==> config.mk <==
export PLATFORM = sky130hd
export DESIGN_NAME = slcr_regs
export DESIGN_NICKNAME = d
export VERILOG_FILES = /design/src/common/slcr_pkg.sv /design/src/core/slcr_sync2.sv /design/src/core/slcr_regs.sv
export SDC_FILE = /design/constraint.sdc
export NUM_CORES = 1
export LEC_CHECK = 0
export ABC_AREA = 1
export BUFFER_PORTS_ARGS = -buffer_cell sky130_fd_sc_hd__buf_2
export CAP_MARGIN = 30
export CORE_MARGIN = 5
export CORE_UTILIZATION = 52
export DETAILED_ROUTE_END_ITERATION = 12
export PLACE_DENSITY = 0.84
export SYNTH_ARGS = -nofsm -noshare
export SYNTH_HDL_FRONTEND = slang
export SYNTH_HIERARCHICAL = 1
export SYNTH_SLANG_ARGS = --single-unit
==> constraint.sdc <==
create_clock -name clk_i -period 2.4 [get_ports clk_i]
set_clock_uncertainty 0.05 [all_clocks]
set_input_delay 0.24 -clock clk_i [delete_from_list [all_inputs] [get_ports clk_i]]
set_output_delay 0.24 -clock clk_i [all_outputs]
set_load 0.02 [all_outputs]
==> src/common/slcr_pkg.sv <==
// Package of offsets, fields, reset values and codes for the serial link config registers
//
// Contract
// - Top bit of the scrambling control register set means lane data is scrambled, clear means not.
// - Frame-size code 01 selects 20X with two octets per frame, code 11 selects 40X with four.
// - The low five bits of the multiframe register give the frames per multiframe.
// - After reset the multiframe length in use is 8 frames in 20X mode.
// - Subclass code 000 is subclass 0, 001 is subclass 1 (timing pulse), 010 is subclass 2 (pin).
// - Writing one to the software resync bit raises a sync request only while the source select is set.
// - Source select clear takes sync requests from the pins, set takes them from the software bit.
// - A four-bit drive field picks the lane buffer current, reset code 0000 being nominal.
// - The programmed octets per frame apply only with the frame-size override set, else 20X F=2.
// - The programmed multiframe length applies only with the multiframe override set, else default.
`default_nettype none
package slcr_pkg;
    // ------------------------------------------------------------------
    // Register offsets (byte addresses, one byte each except the ten-bit status)
    // ------------------------------------------------------------------
    localparam logic [7:0] OFS_SCRAMBLE  = 8'h2F;
    localparam logic [7:0] OFS_FRAME     = 8'h30;
    localparam logic [7:0] OFS_MULTI     = 8'h31;
    localparam logic [7:0] OFS_SUBCLASS  = 8'h34;
    localparam logic [7:0] OFS_RESYNC    = 8'h3A;
    localparam logic [7:0] OFS_TEST      = 8'h3B;
    localparam logic [7:0] OFS_OVERRIDE  = 8'h2B;
    localparam logic [7:0] OFS_STATUS    = 8'h40;

    // ------------------------------------------------------------------
    // Field positions and masks of writable bits
    // ------------------------------------------------------------------
    localparam int         SCR_EN_BIT    = 7;
    localparam int         RS_REQ_BIT    = 7;
    localparam int         RS_SEL_BIT    = 6;
    localparam int         OVR_K_BIT     = 1;
    localparam int         OVR_F_BIT     = 0;
    localparam logic [7:0] MASK_SCRAMBLE = 8'h80;
    localparam logic [7:0] MASK_FRAME    = 8'hFF;
    localparam logic [7:0] MASK_MULTI    = 8'h1F;
    localparam logic [7:0] MASK_SUBCLASS = 8'hE0;
    localparam logic [7:0] MASK_RESYNC   = 8'hCF;
    localparam logic [7:0] MASK_TEST     = 8'hF7;
    localparam logic [7:0] MASK_OVERRIDE = 8'h03;
    localparam logic [7:0] REG_RESET     = 8'h00;

    // ------------------------------------------------------------------
    // Codes and defaults
    // ------------------------------------------------------------------
    localparam logic [7:0] F_CODE_20X    = 8'h01;
    localparam logic [7:0] F_CODE_40X    = 8'h03;
    localparam logic [2:0] OCTETS_20X    = 3'h2;
    localparam logic [2:0] OCTETS_40X    = 3'h4;
    localparam logic [4:0] K_DEFAULT_20X = 5'h08;
    localparam logic [3:0] DRIVE_NOMINAL = 4'h0;

    typedef enum logic [1:0] {
        SLCR_SUB0 = 2'b00,
        SLCR_SUB1 = 2'b01,
        SLCR_SUB2 = 2'b10,
        SLCR_SUBX = 2'b11
    } slcr_sub_t;
endpackage
`default_nettype wire

==> src/core/slcr_sync2.sv <==
// Two-flop synchroniser for pin inputs
`timescale 1ns/100ps
`default_nettype none
module slcr_sync2 (
    input  wire logic clk_i,
    input  wire logic rst_i,
    input  wire logic d_i,
    output logic      q_o
);
    logic meta_r;
    logic meta_nxt;
    logic q_nxt;

    // First stage is read only by the second
    always_comb begin
        meta_nxt = d_i;
        q_nxt    = meta_r;
    end

    // ------------------------------------------------------------------
    // Registers
    // ------------------------------------------------------------------
    always_ff @(posedge clk_i) begin
        if (rst_i) begin
            meta_r <= 1'b0;
            q_o    <= 1'b0;
        end else begin
            meta_r <= meta_nxt;
            q_o    <= q_nxt;
        end
    end
endmodule // slcr_sync2
`default_nettype wire

==> src/core/slcr_regs.sv <==
// Wishbone register bank steering scrambling, framing, subclass, resync and drive
//
// Implementation choice: the Wishbone slave port.
`timescale 1ns/100ps
`default_nettype none
module slcr_regs (
    input  wire logic        clk_i,
    input  wire logic        rst_i,
    input  wire logic [7:0]  wb_adr_i,
    input  wire logic [31:0] wb_dat_i,
    input  wire logic [3:0]  wb_sel_i,
    input  wire logic        wb_we_i,
    input  wire logic        wb_cyc_i,
    input  wire logic        wb_stb_i,
    output logic      [31:0] wb_dat_o,
    output logic             wb_ack_o,
    output logic             wb_err_o,
    input  wire logic        resync_pin_pos_i,
    input  wire logic        resync_pin_neg_i,
    output logic             scramble_en_o,
    output logic      [2:0]  octets_per_frame_o,
    output logic             mode_40x_o,
    output logic      [4:0]  frames_per_multi_o,
    output logic      [1:0]  link_subclass_select_o,
    output logic             sync_request_o,
    output logic      [3:0]  drive_current_o,
    output logic      [2:0]  link_pattern_select_o,
    output logic             random_pattern_disparity_flip_o,
    output logic      [2:0]  timing_pulse_filter_o
);
    logic [7:0] scr_r, frm_r, mul_r, sub_r, rsy_r, tst_r, ovr_r;
    logic [7:0] scr_nxt, frm_nxt, mul_nxt, sub_nxt, rsy_nxt, tst_nxt, ovr_nxt;
    logic [31:0] dat_nxt;
    logic        ack_nxt;
    logic        err_nxt;
    logic        pin_p_s;
    logic        pin_n_s;
    logic        scr_nxt_o;
    logic [2:0]  opf_nxt;
    logic        m40_nxt;
    logic [4:0]  fpm_nxt;
    logic [1:0]  sub_sel_nxt;
    logic        sreq_nxt;

    // Masked byte-lane write of one register
    function automatic logic [7:0] wr_byte(input logic [7:0] old, input logic [7:0] din,
                                           input logic [7:0] mask);
        wr_byte = (old & ~mask) | (din & mask);
    endfunction

    // Decode of the three-bit subclass field
    function automatic logic [1:0] dec_sub(input logic [2:0] code);
        unique case (code)
            3'b000: dec_sub = slcr_pkg::SLCR_SUB0;
            3'b001: dec_sub = slcr_pkg::SLCR_SUB1;
            3'b010: dec_sub = slcr_pkg::SLCR_SUB2;
            default: dec_sub = slcr_pkg::SLCR_SUBX;
        endcase
    endfunction

    // ------------------------------------------------------------------
    // Pin synchronisers for the differential request pair
    // ------------------------------------------------------------------
    slcr_sync2 u_sync_p (
        .clk_i (clk_i),
        .rst_i (rst_i),
        .d_i   (resync_pin_pos_i),
        .q_o   (pin_p_s)
    );
    slcr_sync2 u_sync_n (
        .clk_i (clk_i),
        .rst_i (rst_i),
        .d_i   (resync_pin_neg_i),
        .q_o   (pin_n_s)
    );

    // Bus slave: ack one cycle after strobe, dropped the next cycle
    always_comb begin
        logic hit;
        logic wr;
        hit     = 1'b1;
        wr      = wb_cyc_i && wb_stb_i && wb_we_i && !wb_ack_o && !wb_err_o && wb_sel_i[0];
        scr_nxt = scr_r;
        frm_nxt = frm_r;
        mul_nxt = mul_r;
        sub_nxt = sub_r;
        rsy_nxt = rsy_r;
        tst_nxt = tst_r;
        ovr_nxt = ovr_r;
        dat_nxt = 32'h0000_0000;
        unique case (wb_adr_i)
            slcr_pkg::OFS_SCRAMBLE: begin
                dat_nxt[7:0] = scr_r;
                if (wr) scr_nxt = wr_byte(scr_r, wb_dat_i[7:0], slcr_pkg::MASK_SCRAMBLE);
            end
            slcr_pkg::OFS_FRAME: begin
                dat_nxt[7:0] = frm_r;
                if (wr) frm_nxt = wr_byte(frm_r, wb_dat_i[7:0], slcr_pkg::MASK_FRAME);
            end
            slcr_pkg::OFS_MULTI: begin
                dat_nxt[7:0] = mul_r;
                if (wr) mul_nxt = wr_byte(mul_r, wb_dat_i[7:0], slcr_pkg::MASK_MULTI);
            end
            slcr_pkg::OFS_SUBCLASS: begin
                dat_nxt[7:0] = sub_r;
                if (wr) sub_nxt = wr_byte(sub_r, wb_dat_i[7:0], slcr_pkg::MASK_SUBCLASS);
            end
            slcr_pkg::OFS_RESYNC: begin
                dat_nxt[7:0] = rsy_r;
                if (wr) rsy_nxt = wr_byte(rsy_r, wb_dat_i[7:0], slcr_pkg::MASK_RESYNC);
            end
            slcr_pkg::OFS_TEST: begin
                dat_nxt[7:0] = tst_r;
                if (wr) tst_nxt = wr_byte(tst_r, wb_dat_i[7:0], slcr_pkg::MASK_TEST);
            end
            slcr_pkg::OFS_OVERRIDE: begin
                dat_nxt[7:0] = ovr_r;
                if (wr) ovr_nxt = wr_byte(ovr_r, wb_dat_i[7:0], slcr_pkg::MASK_OVERRIDE);
            end
            slcr_pkg::OFS_STATUS: begin
                // Effective link state as the transmitter uses it
                dat_nxt[4:0] = frames_per_multi_o;
                dat_nxt[7:5] = octets_per_frame_o;
                dat_nxt[8]   = sync_request_o;
                dat_nxt[9]   = scramble_en_o;
            end
            default: hit = 1'b0;
        endcase
        ack_nxt = wb_cyc_i && wb_stb_i && !wb_ack_o && !wb_err_o && hit;
        err_nxt = wb_cyc_i && wb_stb_i && !wb_ack_o && !wb_err_o && !hit;
        if (!ack_nxt) dat_nxt = 32'h0000_0000;
    end

    // Effective link settings, all registered so outputs come from flops
    always_comb begin
        scr_nxt_o = scr_r[slcr_pkg::SCR_EN_BIT];
        opf_nxt   = slcr_pkg::OCTETS_20X;
        m40_nxt   = 1'b0;
        if (ovr_r[slcr_pkg::OVR_F_BIT] && frm_r == slcr_pkg::F_CODE_40X) begin
            opf_nxt = slcr_pkg::OCTETS_40X;
            m40_nxt = 1'b1;
        end
        // Override with F_CODE_20X or any other code keeps 20X
        fpm_nxt   = slcr_pkg::K_DEFAULT_20X;
        if (ovr_r[slcr_pkg::OVR_K_BIT]) begin
            fpm_nxt = mul_r[4:0];
        end
        sub_sel_nxt = dec_sub(sub_r[7:5]);
        // Pins are active low: request while pos is below neg
        sreq_nxt  = rsy_r[slcr_pkg::RS_SEL_BIT] ? rsy_r[slcr_pkg::RS_REQ_BIT]
                                                : (!pin_p_s && pin_n_s);
    end

    // ------------------------------------------------------------------
    // Registers
    // ------------------------------------------------------------------
    always_ff @(posedge clk_i) begin
        if (rst_i) begin
            scr_r    <= slcr_pkg::REG_RESET;
            frm_r    <= slcr_pkg::REG_RESET;
            mul_r    <= slcr_pkg::REG_RESET;
            sub_r    <= slcr_pkg::REG_RESET;
            rsy_r    <= slcr_pkg::REG_RESET;
            tst_r    <= slcr_pkg::REG_RESET;
            ovr_r    <= slcr_pkg::REG_RESET;
            wb_dat_o <= 32'h0000_0000;
            wb_ack_o <= 1'b0;
            wb_err_o <= 1'b0;
            scramble_en_o          <= 1'b0;
            octets_per_frame_o     <= slcr_pkg::OCTETS_20X;
            mode_40x_o             <= 1'b0;
            frames_per_multi_o     <= slcr_pkg::K_DEFAULT_20X;
            link_subclass_select_o <= slcr_pkg::SLCR_SUB0;
            sync_request_o         <= 1'b0;
            drive_current_o        <= slcr_pkg::DRIVE_NOMINAL;
            link_pattern_select_o  <= 3'h0;
            random_pattern_disparity_flip_o <= 1'b0;
            timing_pulse_filter_o  <= 3'h0;
        end else begin
            scr_r    <= scr_nxt;
            frm_r    <= frm_nxt;
            mul_r    <= mul_nxt;
            sub_r    <= sub_nxt;
            rsy_r    <= rsy_nxt;
            tst_r    <= tst_nxt;
            ovr_r    <= ovr_nxt;
            wb_dat_o <= dat_nxt;
            wb_ack_o <= ack_nxt;
            wb_err_o <= err_nxt;
            scramble_en_o          <= scr_nxt_o;
            octets_per_frame_o     <= opf_nxt;
            mode_40x_o             <= m40_nxt;
            frames_per_multi_o     <= fpm_nxt;
            link_subclass_select_o <= sub_sel_nxt;
            sync_request_o         <= sreq_nxt;
            drive_current_o        <= rsy_r[3:0];
            link_pattern_select_o  <= tst_r[7:5];
            random_pattern_disparity_flip_o <= tst_r[4];
            timing_pulse_filter_o  <= tst_r[2:0];
        end
    end

    // ------------------------------------------------------------------
    // Checks
    // ------------------------------------------------------------------
    AST_SCRAMBLE: assert property (@(posedge clk_i) disable iff (rst_i)
        scramble_en_o == $past(scr_r[slcr_pkg::SCR_EN_BIT]))
        else $error("scramble enable does not follow its bit");
    AST_FRAME_40X: assert property (@(posedge clk_i) disable iff (rst_i)
        (ovr_r[0] && frm_r == slcr_pkg::F_CODE_40X) |=> (octets_per_frame_o == 3'h4 && mode_40x_o))
        else $error("40X code not applied");
    AST_FRAME_DEF: assert property (@(posedge clk_i) disable iff (rst_i)
        !ovr_r[0] |=> (octets_per_frame_o == 3'h2 && !mode_40x_o))
        else $error("frame size changed without override");
    AST_MULTI_PROG: assert property (@(posedge clk_i) disable iff (rst_i)
        ovr_r[1] |=> frames_per_multi_o == $past(mul_r[4:0]))
        else $error("programmed multiframe length not used");
    AST_MULTI_DEF: assert property (@(posedge clk_i) disable iff (rst_i)
        !ovr_r[1] |=> frames_per_multi_o == 5'h08)
        else $error("default multiframe length not used");
    AST_RESET_K: assert property (@(posedge clk_i)
        $fell(rst_i) |-> frames_per_multi_o == 5'h08 && octets_per_frame_o == 3'h2)
        else $error("reset multiframe length wrong");
    AST_SUBCLASS: assert property (@(posedge clk_i) disable iff (rst_i)
        (sub_r[7:5] == 3'b001) |=> link_subclass_select_o == 2'b01)
        else $error("subclass 1 not selected");
    AST_SUBCLASS2: assert property (@(posedge clk_i) disable iff (rst_i)
        (sub_r[7:5] == 3'b010) |=> link_subclass_select_o == 2'b10)
        else $error("subclass 2 not selected");
    AST_SW_REQ: assert property (@(posedge clk_i) disable iff (rst_i)
        (rsy_r[7:6] == 2'b11) |=> sync_request_o)
        else $error("software sync request lost");
    AST_PIN_REQ: assert property (@(posedge clk_i) disable iff (rst_i)
        (!rsy_r[6] && !resync_pin_pos_i && resync_pin_neg_i) [*3] |=> sync_request_o)
        else $error("pin sync request not taken");
    AST_DRIVE: assert property (@(posedge clk_i) disable iff (rst_i)
        drive_current_o == $past(rsy_r[3:0]))
        else $error("drive code does not follow register");
    AST_ACK_ONE: assert property (@(posedge clk_i) disable iff (rst_i)
        wb_ack_o |=> !wb_ack_o)
        else $error("ack held longer than one cycle");
endmodule // slcr_regs
`default_nettype wire

==> impl_metrics.tcl <==
set metrics [dict create \
    run_status "complete, no violations" \
    rsz0062_at_grt "no" \
    port_buffers 58 \
    ant_nets 0 \
    seqCellArea_mm2 0.00140 \
    finalSetupTns_ps 0 \
    dieHeight_um 84.5 \
    grt_max_degree 34 \
    critical_path.max_stage_delay_ps 310 \
    avgViaCountPerCell 4.68 \
    clkSinkCount 70 \
    place_area_mm2 0.00312 \
    antenna_found_initial 0 \
    finalHoldViolCount 0 \
    drt-initial-drc-count 155 \
    critPathLaunchType "flip-flop" \
    synth_cells 368 \
    pre_cts_ws_ps 710 \
    path_buf_inv 0 \
    tightest_slew_ps 850 \
    synth_top_cell_by_area "dfxtp_1" \
    multi_input_area_mm2 0.00115 \
    cts_buffers 9 \
    p_clk_share_pct 39.9 \
    postCtsSetupBuffers 0 \
    syn_to_final_growth_pct 14.5 \
    cts_tree "done" \
    grt_overflow 0 \
    wl_per_cell_um 12.0 \
    finalCritPeriodShare_pct 61.0 \
    fp.dieArea_mm2 0.00713 \
    yosysTopAreaCellShare_pct 48.6 \
    slowest_stage "dfxtp_1" \
    clock_latency_ps 340 \
    relSlewSlack_pct 43.2 \
    yosysMostFrequentCell "dfxtp_1" \
    track_usage_pct 17.5 \
    hpwl_um 4670 \
    die_w_um 84.5 \
    worstSetupEndpointType "flip-flop" \
    dr.pass1.iters 4 \
    dpl.cell_count 489 \
    final_util_pct 60.7 \
    setup_violations 0 \
    required_ps 2570 \
    core-area_mm2 0.00544 \
    power_switching_mw 0.496 \
    fin_ws_ps 935 \
    hp-class "in2reg" \
    p_per_area_mw_per_mm2 653 \
    grt_pass1_vias 2195 \
    final_nets 479 \
    cp.arrival_ps 1630 \
    synth_seq_area_share_pct 48.6 \
    vias 2352 \
    fill_cells 507 \
    htree_levels 3 \
    synth_common_cells "dfxtp_1 (70), nor2_1 (58), inv_1 (45)" \
    place.gp.congestion 0.850 \
    diodes 0 \
    cts.reportedPaths.clkPinSlew_ps 70 \
    initial_core_util_pct 53.0 \
    drive_above_1_share_pct 24.4 \
    drc 0 \
    p_int_mw 1.66 \
    ctsResizeCount 0 \
    irDropWorstVdd_uv 315 \
    drv_slew 0 \
    sw_frac_of_total_pct 23.0 \
    worst_hold_slack_ps 59.9 \
    criticalPathCategory "reg2reg" \
    finalInstanceArea_mm2 0.00330 \
    synth_area_per_cell_um2 7.83 \
    clk_path_buf_depth 2 \
    p_seq_share_pct 54.2 \
    std_cell_rows 27 \
    p_total_mw 2.15 \
    synth_cell_type_count 30 \
    syn_area_mm2 0.00288 \
    grt_pass1_wl_um 10100 \
    synth_edf_count 0 \
    fmax_mhz 683 \
    postCtsHoldBufs 0 \
    power_frac_comb_pct 5.9 \
    path_cells "nor2_1, nand3_2, nor2_8, nand2_2, o21ai_0, a21oi_1" \
    fin_crit_ps 1470 \
    yosys_warnings 6 \
    drv_cap 0 \
    crit_path_max_fanout 11 \
    final_cells 503 \
    io_pins 109 \
    p_leak_nw 1.55 \
    synth.area.top_cells "dfxtp_1 (49%), nor2_1 (7.6%), buf_4 (6.3%)" \
    root_buffer "clkbuf_8" \
    crit_family "simple AND/OR/NAND/NOR gates" \
    async_flop_share_pct 0 \
    synth_ff_type "dfxtp_1" \
    drt-total-wl_um 6060 \
    ys_ff_latch 70 \
]
[metal layers]
layer | GRT usage (%) | up-vias | part of all wire, %
li1 | - | 1227 | -
met1 | 21.9 | 1031 | 43
met2 | 28.5 | 81 | 47
met3 | 4.32 | 13 | 7.2
met4 | 8.20 | 0 | 2.1
met5 | 0 | - | 0
[path summary, 6_finish.rpt]
kind	startpoint	to	slack, ps	depth (start not counted)
setup reg to reg	wb_ack_o$_SDFF_PP0_	rsy_r[3]$_SDFFE_PP0P_	930	6
hold / removal	resync_pin_neg_i	u_sync_n/meta_r$_SDFF_PP0_	60	3
hold reg to reg	u_sync_p/meta_r$_SDFF_PP0_	u_sync_p/q_o$_SDFF_PP0_	360	2
setup / recovery	wb_ack_o$_SDFF_PP0_	rsy_r[3]$_SDFFE_PP0P_	930	6
[power groups by stage]
stage	combinational (mW)	clock (mW)	sequential, mW
final	0.128	0.860	1.17
after global routing	0.143	0.919	1.17
after CTS	0.127	0.865	1.17
after detailed placement	0.126	0	1.19
after global placement	0.124	0	1.19
after floorplan	0.114	0	1.19
[cells in the final DEF (no fill, tap or decap)]
cell type   instances
dfxtp_1            70
nor2_1             58
buf_2              58
inv_1              45
nand2_1            43
o21ai_0            32
a21oi_1            27
conb_1             23
nand3_1            14
nand2_2             9
clkbuf_8            9
nor2_2              8
o21ai_1             6
clkinv_2            4
inv_2               3
nand2_4             3
nand4_1             3
nor2_8              2
nand3_2             2
nor3_1              2
o21ai_2             2
nor2_4              1
nor4_1              1
o22ai_1             1
a211oi_1            1
clkinv_4            1
a21oi_2             1
bufinv_16           1
clkinvlp_4          1
[cells by family (layout without fill, tap and decap cells)]
family / Yosys count / count (layout) / synth area share (%)
compound gates: 70 / 70 / 12.7
simple gates: 146 / 146 / 24.1
buf+inv: 81 / 122 / 14.5
flops: 70 / 70 / 48.6
other cells: 1 / 23 / 0.130
[sequential cells by signal, summed over array words and instances (netlist names), 2 cells and up]
name	cells
ovr_r	2
mul_r	5
link_pattern_select_o	3
link_subclass_select_o	2
tst_r	7
wb_dat_o	10
sub_r	3
frm_r	8
frames_per_multi_o	5
octets_per_frame_o	2
timing_pulse_filter_o	3
drive_current_o	4
rsy_r	6
[worst min-delay path, stage by stage]
cell and delay (ps):
buf_2 90, inv_1 40, nor2_1 30
[area by class of cell]
cell class | count | share of cell area [%]
repair buffers | 58 | 8.80
multi-input cells | 239 | 34.8
flip-flops and latches | 70 | 42.5
clock inverters | 5 | 1.59
well taps | 72 | 2.73
clock buffers | 9 | 3.75
inverters | 50 | 5.88
(Power assumes the default switching activity.)
